File: config.mk
export PLATFORM = sky130hd
export DESIGN_NAME = issue_ctrl
export DESIGN_NICKNAME = d
export VERILOG_FILES = /design/src/issue_pkg.sv /design/src/issue_ctrl.sv
export SDC_FILE = /design/constraint.sdc
export NUM_CORES = 2
export LEC_CHECK = 0
export ABC_AREA = 1
export BUFFER_PORTS_ARGS = -buffer_cell sky130_fd_sc_hd__buf_2
export CORE_MARGIN = 3
export CORE_UTILIZATION = 35
export CTS_BUF_LIST = sky130_fd_sc_hd__clkbuf_16
export CTS_CLUSTER_DIAMETER = 150
export DETAILED_ROUTE_END_ITERATION = 6
export MAX_ROUTING_LAYER = met4
export PLACE_DENSITY = 0.61
export SYNTH_ARGS = -nofsm -noshare
export SYNTH_HDL_FRONTEND = slang
export SYNTH_SLANG_ARGS = --single-unit
File: constraint.sdc
create_clock -name CLK -period 30.8 [get_ports CLK]
set_input_delay 3.08 -clock CLK [delete_from_list [all_inputs] [get_ports CLK]]
set_output_delay 3.08 -clock CLK [all_outputs]
set_load 0.005 [all_outputs]
File: src/issue_pkg.sv
// Constants, types and opcode classification for the instruction issue control.
package issue_pkg;

  localparam int NUM_RAR = 16;
  localparam int LAT_W   = 4;
  localparam int ADDR_W  = 8;
  localparam int PC_W    = 48;
  localparam int WORD_W  = 32;
  localparam int DESC_W  = 128;
  localparam int GDES_W  = 8;

  localparam logic [PC_W-1:0] PC_RESET = 48'h0;
  localparam logic [PC_W-1:0] PC_STEP  = 48'h1;

  typedef enum logic [1:0] {
    CLS_SCALAR  = 2'h0,
    CLS_VECTOR  = 2'h1,
    CLS_ILLEGAL = 2'h2
  } class_e;

  // Gray along idle, holding the file, finishing without it.
  typedef enum logic [1:0] {
    VS_IDLE = 2'h0,
    VS_RF   = 2'h1,
    VS_TAIL = 2'h3
  } vstate_e;

  // Indexed by the second hex digit; bit n is first hex digit n.
  localparam logic [15:0] VEC_MASK [16] = '{
    16'hf700, 16'hf700, 16'hd700, 16'hd308, 16'hf703, 16'hf702,
    16'hf702, 16'hfb0a, 16'hff07, 16'hff0f, 16'hfa0b, 16'hff0a,
    16'hef02, 16'he882, 16'he003, 16'hf502};
  localparam logic [15:0] ILL_MASK [16] = '{
    16'h0000, 16'h0001, 16'h2001, 16'h2410, 16'h0000, 16'h0000,
    16'h0020, 16'h0431, 16'h0000, 16'h0000, 16'h0550, 16'h0001,
    16'h1000, 16'h0700, 16'h0700, 16'h0200};

  // Both hex digits of the opcode select one constant bit: the second picks the entry, the first its bit.
  function automatic class_e classify(input logic [7:0] op);
    class_e c;
    c = CLS_SCALAR;
    if (VEC_MASK[op[3:0]][op[7:4]]) begin
      c = CLS_VECTOR;
    end else if (ILL_MASK[op[3:0]][op[7:4]]) begin
      c = CLS_ILLEGAL;
    end
    return c;
  endfunction : classify

endpackage : issue_pkg

File: src/issue_ctrl.sv
// Scalar/vector instruction issue control with result conflict checking.
`timescale 1ns/100ps
`default_nettype none
module issue_ctrl
  import issue_pkg::*;
#(
  parameter int N_RAR = NUM_RAR
) (
  input  wire logic              CLK,
  input  wire logic              RESETN,
  input  wire logic              CAND_VALID,
  input  wire logic [7:0]        CAND_OPCODE,
  input  wire logic [WORD_W-1:0] CAND_WORD,
  input  wire logic [GDES_W-1:0] CAND_GBITS,
  input  wire logic [ADDR_W-1:0] CAND_SRC_A,
  input  wire logic              CAND_USE_A,
  input  wire logic [ADDR_W-1:0] CAND_SRC_B,
  input  wire logic              CAND_USE_B,
  input  wire logic [ADDR_W-1:0] CAND_DEST,
  input  wire logic              CAND_HAS_DEST,
  input  wire logic [LAT_W-1:0]  CAND_LATENCY,
  input  wire logic              CAND_MEM_REF,
  input  wire logic              CAND_STACK_FETCH,
  input  wire logic [DESC_W-1:0] CAND_DESC,
  input  wire logic              CAND_SETS_FLAG,
  input  wire logic [7:0]        CAND_FLAGS,
  input  wire logic              MEM_CONFLICT,
  input  wire logic              MONITOR_MODE,
  input  wire logic              INTERRUPT,
  input  wire logic              VEC_RF_FREE,
  input  wire logic              VEC_DONE,
  output logic                   ISSUE,
  output logic                   STALL,
  output logic                   VEC_START,
  output logic [7:0]             VEC_OPCODE,
  output logic [DESC_W-1:0]      VEC_DESC,
  output logic                   ILL_TRAP,
  output logic                   FLAG_VALID,
  output logic [7:0]             FLAG_DATA,
  output logic                   SAVE_VALID,
  output logic [PC_W-1:0]        SAVE_SCALAR_PC,
  output logic [PC_W-1:0]        SAVE_VECTOR_PC,
  output logic [7:0]             SAVE_VOPCODE,
  output logic [GDES_W-1:0]      SAVE_GBITS,
  output logic [WORD_W-1:0]      SAVE_CIR
);

  localparam int IDX_W = $clog2(N_RAR);
  localparam int CHAIN_W = 2 ** LAT_W;

  // The slot allocator and the conflict fan-in are sized for this count.
  if (N_RAR != NUM_RAR) begin : g_bad_rar
    $error("issue_ctrl: N_RAR must equal 16");
  end

  logic                rst_meta_ff;
  logic                rst_n;
  logic                rar_valid_ff [N_RAR];
  logic [ADDR_W-1:0]   rar_addr_ff  [N_RAR];
  logic [LAT_W-1:0]    rar_cnt_ff   [N_RAR];
  logic [N_RAR-1:0]    src_hit;
  logic [N_RAR-1:0]    out_hit;
  logic [CHAIN_W-1:0]  chain_ff;
  logic [CHAIN_W-1:0]  nxt_chain;
  logic                free_any;
  logic [IDX_W-1:0]    free_idx;
  logic [LAT_W-1:0]    lat;
  class_e              cls;
  vstate_e             vs_ff;
  logic                as_vec;
  logic                src_conf;
  logic                out_conf;
  logic                wr_conf;
  logic                vrf_conf;
  logic                common_ok;
  logic                scalar_ok;
  logic                vec_go;
  logic                alloc;
  logic [ADDR_W-1:0]   vreg_a_ff;
  logic [ADDR_W-1:0]   vreg_b_ff;
  logic [ADDR_W-1:0]   vreg_d_ff;
  logic [GDES_W-1:0]   vgbits_ff;
  logic [PC_W-1:0]     scalar_pc_ff;
  logic [PC_W-1:0]     vector_pc_ff;
  logic [WORD_W-1:0]   cir_ff;

  // Reset is released through two flops; only the second copy is used.
  always_ff @(posedge CLK or negedge RESETN) begin
    if (!RESETN) begin
      rst_meta_ff <= 1'b0;
      rst_n       <= 1'b0;
    end else begin
      rst_meta_ff <= 1'b1;
      rst_n       <= rst_meta_ff;
    end
  end

  // A zero latency would mark the timing chain 15 cycles out, so it counts as one cycle.
  assign lat = (CAND_LATENCY == '0) ? LAT_W'(1) : CAND_LATENCY;
  assign cls = classify(CAND_OPCODE);
  // Illegal codes belong to the vector unit outside monitor mode.
  assign as_vec = (cls == CLS_VECTOR) ||
                  (cls == CLS_ILLEGAL && !MONITOR_MODE);

  // Lowest free result address register wins the allocation.
  always_comb begin
    free_any = 1'b0;
    free_idx = '0;
    for (int i = N_RAR - 1; i >= 0; i--) begin
      if (!rar_valid_ff[i]) begin
        free_any = 1'b1;
        free_idx = IDX_W'(i);
      end
    end
  end

  // Each entry counts down to the cycle its result enters the file.
  for (genvar i = 0; i < N_RAR; i++) begin : g_rar
    always_ff @(posedge CLK or negedge rst_n) begin
      if (!rst_n) begin
        rar_valid_ff[i] <= 1'b0;
        rar_addr_ff[i]  <= 8'h0;
        rar_cnt_ff[i]   <= 4'h0;
      end else if (alloc && free_idx == IDX_W'(i)) begin
        rar_valid_ff[i] <= 1'b1;
        rar_addr_ff[i]  <= CAND_DEST;
        rar_cnt_ff[i]   <= lat;
      end else if (rar_valid_ff[i]) begin
        rar_cnt_ff[i]   <= rar_cnt_ff[i] - 4'h1;
        rar_valid_ff[i] <= rar_cnt_ff[i] > 4'h1;
      end
    end
    // Sources are matched against every entry in the same cycle.
    assign src_hit[i] = rar_valid_ff[i] &&
      ((CAND_USE_A && rar_addr_ff[i] == CAND_SRC_A) ||
       (CAND_USE_B && rar_addr_ff[i] == CAND_SRC_B));
    // An older result landing no earlier than one cycle before ours must go first.
    assign out_hit[i] = rar_valid_ff[i] && CAND_HAS_DEST &&
      rar_addr_ff[i] == CAND_DEST && rar_cnt_ff[i] >= lat;
  end

  assign src_conf = |src_hit;
  assign out_conf = |out_hit;
  assign wr_conf  = CAND_HAS_DEST && chain_ff[lat];

  // Timing chain: bit k marks a file write k cycles from now.
  always_comb begin
    nxt_chain = {1'b0, chain_ff[CHAIN_W-1:1]};
    if (alloc) begin
      nxt_chain = nxt_chain | (CHAIN_W'(1) << (lat - 4'h1));
    end
  end

  always_ff @(posedge CLK or negedge rst_n) begin
    if (!rst_n) begin
      chain_ff <= 16'h0;
    end else begin
      chain_ff <= nxt_chain;
    end
  end

  // Scalar overlap needs no clash with the vector op's registers.
  assign vrf_conf = (CAND_USE_A && (CAND_SRC_A == vreg_a_ff ||
                     CAND_SRC_A == vreg_b_ff || CAND_SRC_A == vreg_d_ff)) ||
                    (CAND_USE_B && (CAND_SRC_B == vreg_a_ff ||
                     CAND_SRC_B == vreg_b_ff || CAND_SRC_B == vreg_d_ff)) ||
                    (CAND_HAS_DEST && (CAND_DEST == vreg_a_ff ||
                     CAND_DEST == vreg_b_ff || CAND_DEST == vreg_d_ff));

  // Every check must be clear; a conflict simply holds the candidate.
  assign common_ok = CAND_VALID && !MEM_CONFLICT && !INTERRUPT &&
                     !src_conf && !out_conf && !wr_conf;
  // Stack fetches are exempt from the memory restriction during overlap.
  assign scalar_ok = !as_vec && vs_ff != VS_RF &&
                     (!CAND_HAS_DEST || free_any) &&
                     (vs_ff == VS_IDLE || (!vrf_conf &&
                      (!CAND_MEM_REF || CAND_STACK_FETCH)));
  assign vec_go = common_ok && as_vec && vs_ff == VS_IDLE;
  assign ISSUE  = common_ok && (scalar_ok || vec_go) && rst_n;
  assign STALL  = CAND_VALID && !ISSUE;
  assign alloc  = ISSUE && !as_vec && CAND_HAS_DEST;

  // Vector unit tracker: it owns the file until it says it is done with it.
  always_ff @(posedge CLK or negedge rst_n) begin
    if (!rst_n) begin
      vs_ff <= VS_IDLE;
    end else begin
      case (vs_ff)
        VS_IDLE: begin
          if (vec_go) begin
            vs_ff <= VS_RF;
          end
        end
        VS_RF: begin
          if (VEC_DONE) begin
            vs_ff <= VS_IDLE;
          end else if (VEC_RF_FREE) begin
            vs_ff <= VS_TAIL;
          end
        end
        VS_TAIL: begin
          if (VEC_DONE) begin
            vs_ff <= VS_IDLE;
          end
        end
        default: begin
          vs_ff <= VS_IDLE;
        end
      endcase
    end
  end

  // Hand-off of the decoded vector instruction and its descriptors.
  always_ff @(posedge CLK or negedge rst_n) begin
    if (!rst_n) begin
      VEC_START  <= 1'b0;
      VEC_OPCODE <= 8'h0;
      VEC_DESC   <= '0;
      vreg_a_ff  <= 8'h0;
      vreg_b_ff  <= 8'h0;
      vreg_d_ff  <= 8'h0;
      vgbits_ff  <= 8'h0;
    end else begin
      VEC_START <= vec_go;
      if (vec_go) begin
        VEC_OPCODE <= CAND_OPCODE;
        VEC_DESC   <= CAND_DESC;
        vreg_a_ff  <= CAND_SRC_A;
        vreg_b_ff  <= CAND_SRC_B;
        vreg_d_ff  <= CAND_DEST;
        vgbits_ff  <= CAND_GBITS;
      end
    end
  end

  // Scalar side effects: illegal trap and data flag forwarding.
  always_ff @(posedge CLK or negedge rst_n) begin
    if (!rst_n) begin
      ILL_TRAP   <= 1'b0;
      FLAG_VALID <= 1'b0;
      FLAG_DATA  <= 8'h0;
    end else begin
      ILL_TRAP   <= ISSUE && !as_vec && cls == CLS_ILLEGAL;
      FLAG_VALID <= ISSUE && cls == CLS_SCALAR && CAND_SETS_FLAG;
      if (ISSUE && cls == CLS_SCALAR && CAND_SETS_FLAG) begin
        FLAG_DATA <= CAND_FLAGS;
      end
    end
  end

  // Two program counters; the vector one is loaded at hand-off.
  always_ff @(posedge CLK or negedge rst_n) begin
    if (!rst_n) begin
      scalar_pc_ff <= PC_RESET;
      vector_pc_ff <= PC_RESET;
      cir_ff       <= 32'h0;
    end else if (ISSUE) begin
      scalar_pc_ff <= scalar_pc_ff + PC_STEP;
      if (vec_go) begin
        vector_pc_ff <= scalar_pc_ff;
      end else begin
        cir_ff <= CAND_WORD;
      end
    end
  end

  // Hidden state capture; issue is held off in the interrupt cycle.
  always_ff @(posedge CLK or negedge rst_n) begin
    if (!rst_n) begin
      SAVE_VALID     <= 1'b0;
      SAVE_SCALAR_PC <= PC_RESET;
      SAVE_VECTOR_PC <= PC_RESET;
      SAVE_VOPCODE   <= 8'h0;
      SAVE_GBITS     <= 8'h0;
      SAVE_CIR       <= 32'h0;
    end else begin
      SAVE_VALID <= INTERRUPT;
      if (INTERRUPT) begin
        SAVE_SCALAR_PC <= scalar_pc_ff;
        SAVE_VECTOR_PC <= vector_pc_ff;
        SAVE_VOPCODE   <= VEC_OPCODE;
        SAVE_GBITS     <= vgbits_ff;
        SAVE_CIR       <= cir_ff;
      end
    end
  end
endmodule : issue_ctrl
`default_nettype wire

==> impl_metrics.toml <==
[synth]
ys_warn_count = 0
synth-seq-area-share = 0.432
synth_seq_cells = 680
avgSynthCellArea_um2 = 7.49
syn_area_um2 = 39400
yosys.area.top_type = "dfrtp_1"
synth_cell_types = 53
syn_nets = 5587
synth.top_cell.area_share = 0.432
synthTopCellsByArea = "dfrtp_1, nand2_1, nor2_1, inv_1, ha_1"
synthCells = 5258

[power_and_ir_drop]
total_power_mw = 3.15
swShare = 0.346
p_clk_frac = 0.309
net-switching-power_mw = 1.09
power_density_nw_per_um2 = 69.2
p_int_mw = 2.06
p_seq_frac = 0.427
ir_worst_vdd_mv = 0.0524
p_leak_nw = 23.3
p_comb_frac = 0.264

[clock_tree]
clk_pin_slew_ns = 0.06
cts_resized = 0
cts_root_buf = "clkbuf_16"
cts_max_level = 3
cts_tree = "built"
post_cts_buffers = 0
ctsLongestPathBuffers = 3
cts_buffers = 82
cts_hold_buf = 0
clock-sinks = 680
clk_latency_ns = 0.67

[place]
gp_congestion = 0.965
io_buffers = 519
dp_hpwl_um = 99200
dpl_cell_area_um2 = 42800

[floorplanning]
ios = 520
initial_core_util = 0.354
die_x_um = 341
core_region_area_um2 = 111000
placementRows = 122
fp.dieH_um = 341
die_area_um2 = 117000

[route]
final_antenna_net_count = 0
vias = 37300
drt_iter0_markers = 4073
routed_wl_um = 147000
viasPerCell = 5.17
post-route-drc-count = 0
dr.pass1.iters = 6
avgRoutedWirePerCell_um = 20.4

[sta]
rsz0062_at_grt = "no"
period_share = 0.353
finalCriticalPeriod_ns = 10.86
fin_tns_setup_ns = 0
fmax_ghz = 0.0920
fin_worst_hold_slack_ns = 0.348
worst_pin_slew_ns = 1.25
clock_skew_ns = 0.0319
hold_viol = 0
setup_viol = 0
slew_viol_final = 0
slew_headroom = 0.161

[global_route]
globalRouteTotalUtil = 0.252
grt_pass1_vias = 35300
antenna_found_initial = 9
grt_max_degree = 136
grt_pass1_wl_um = 220000
overflow = 0

[final_layout]
syn_to_final_growth_pct = 15.6
drive_gt1_frac = 0.146
utilization = 0.410
nNetsFinal = 5970
layout_common_cells = "nand2_1, dfrtp_1, buf_2, nor2_1, inv_1"
final_common_cell = "nand2_1"
stdcell_area_um2 = 45500

[worst_setup_path]
startpoint_type = "input port"
critPathKind = "input port to primary output"
crit_path_top_delay_cell = "clkinv_1"
critPathMaxStageDelay_ns = 0.92
reg2reg_slack_ns = 25.96
worst-r2r-cell-count = 5
cp.arrival_ns = 7.78
cp_cell_sequence = "buf_2 -> clkinv_1 -> ha_1 -> inv_1 -> o21bai_1 -> nand3_1 -> nand3_1 -> nand4_1 -> nand2_1 -> inv_1 -> nand3_1 -> nor2_1 -> nand3_2 -> nor2_8 -> nand4_4 -> buf_4 -> nand2_4 -> nor2_1 -> buf_2"
crit_fanout = 98
cp.required_ns = 27.72
crit_path_end_kind = "primary output"
cpMostUsedCell = "nand3_1"

[job]
max_cap_violations = 0

[hold_path]
hold_path_class = "flip-flop to flip-flop"
hold_depth = 0

[run_status]
status = "complete, no violations"
Yosys cell counts (all sizes together):
cell and instances:
nand2 1989, dfrtp 680, nor2 397, inv 385, o21ai 324, nand3 257, nand4 166, buf 153
a21oi 129, xor2 128, xnor2 115, clkbuf 108, ha 103, mux2 96, nor3 91, o211ai 23
nor4 17, o22ai 16, o21bai 14, clkinv 13, or2 13, nor3b 9, and2 7, and3 7
a31o 4, a31oi 4, conb 2, nand3b 2, o2111ai 2, o21a 2, a211oi 1, a22oi 1
critical path: cells and delay by family:
family / cells / cell delay [ns]
adders and majority gates: 1 / 0.69
buffers and inverters: 6 / 2.15
AOI/OAI and AO/OA: 1 / 0.11
and+or+nand+nor: 11 / 1.64
final cells by class:
| cell class | instances | area [um2] |
|---|---|---|
| Sequential cell | 680 | 17000 |
| Clock inverter | 68 | 606 |
| Antenna cell | 7 | 17.5 |
| Inverter | 398 | 1500 |
| Multi-Input combinational cell | 3919 | 19500 |
| Tap cell | 1488 | 1860 |
| Timing Repair Buffer | 560 | 2940 |
| Clock buffer | 82 | 2050 |
| Fill cell | 11500 | 65600 |
flip-flops by register name, indices dropped and copies added, names as in the netlist, 16 cells and up:
register        flops
SAVE_VECTOR_PC     48
rar_addr_ff       128
scalar_pc_ff       48
VEC_DESC          128
rar_cnt_ff         64
SAVE_SCALAR_PC     48
vector_pc_ff       48
cir_ff             32
rar_valid_ff       16
chain_ff           16
SAVE_CIR           32
per-layer routing:
| metal | part of all wire | vias up | track usage |
|---|---|---|---|
| li1 | - | 17600 | - |
| met5 | 0 | - | - |
| met4 | 0.037 | 0 | 0.0931 |
| met2 | 0.45 | 1727 | 0.386 |
| met3 | 0.088 | 355 | 0.0454 |
| met1 | 0.42 | 17600 | 0.333 |
logic make-up after synthesis:
logic type | after synthesis | share of synthesized area
other cells | 2 | 0.000191
buf+inv | 659 | 0.0723
flops | 680 | 0.432
mux | 96 | 0.0275
xor+xnor | 243 | 0.0541
simple gates | 2955 | 0.310
compound gates | 520 | 0.0711
fa+ha+maj | 103 | 0.0327
power groups by stage:
stage	Combinational, mW	Sequential, mW	Clock (mW)
after floorplan	0.446	1.35	0
after global placement	0.822	1.35	0
after detailed placement	0.836	1.35	0
after CTS	0.837	1.35	0.998
after global routing	0.926	1.38	1.03
final	0.831	1.35	0.974
final timing paths:
| path | start | endpoint |
|---|---|---|
| hold reg to reg | rst_meta_ff | rst_n |
| setup reg to reg | rst_n | vector_pc_ff[18] |
| min in group asynchronous | rst_n | VEC_DESC[92] |
| max in group asynchronous | rst_n | vector_pc_ff[18] |
| hold / removal | rst_meta_ff | rst_n |
| setup / recovery | CAND_LATENCY[1] | STALL |
through the flow:
| step | instances | setup slack, ns |
|---|---|---|
| 3_5_place_dp | 7045 | 19.97 |
| 5_1_grt | 7202 | 19.54 |
| 3_3_place_gp | 7045 | 20.04 |
| 4_1_cts | 7195 | 19.95 |
| 2_1_floorplan | 5258 | 8.73 |
| 6_report | 7202 | 19.94 |
Power figures use the tool's default switching activity.
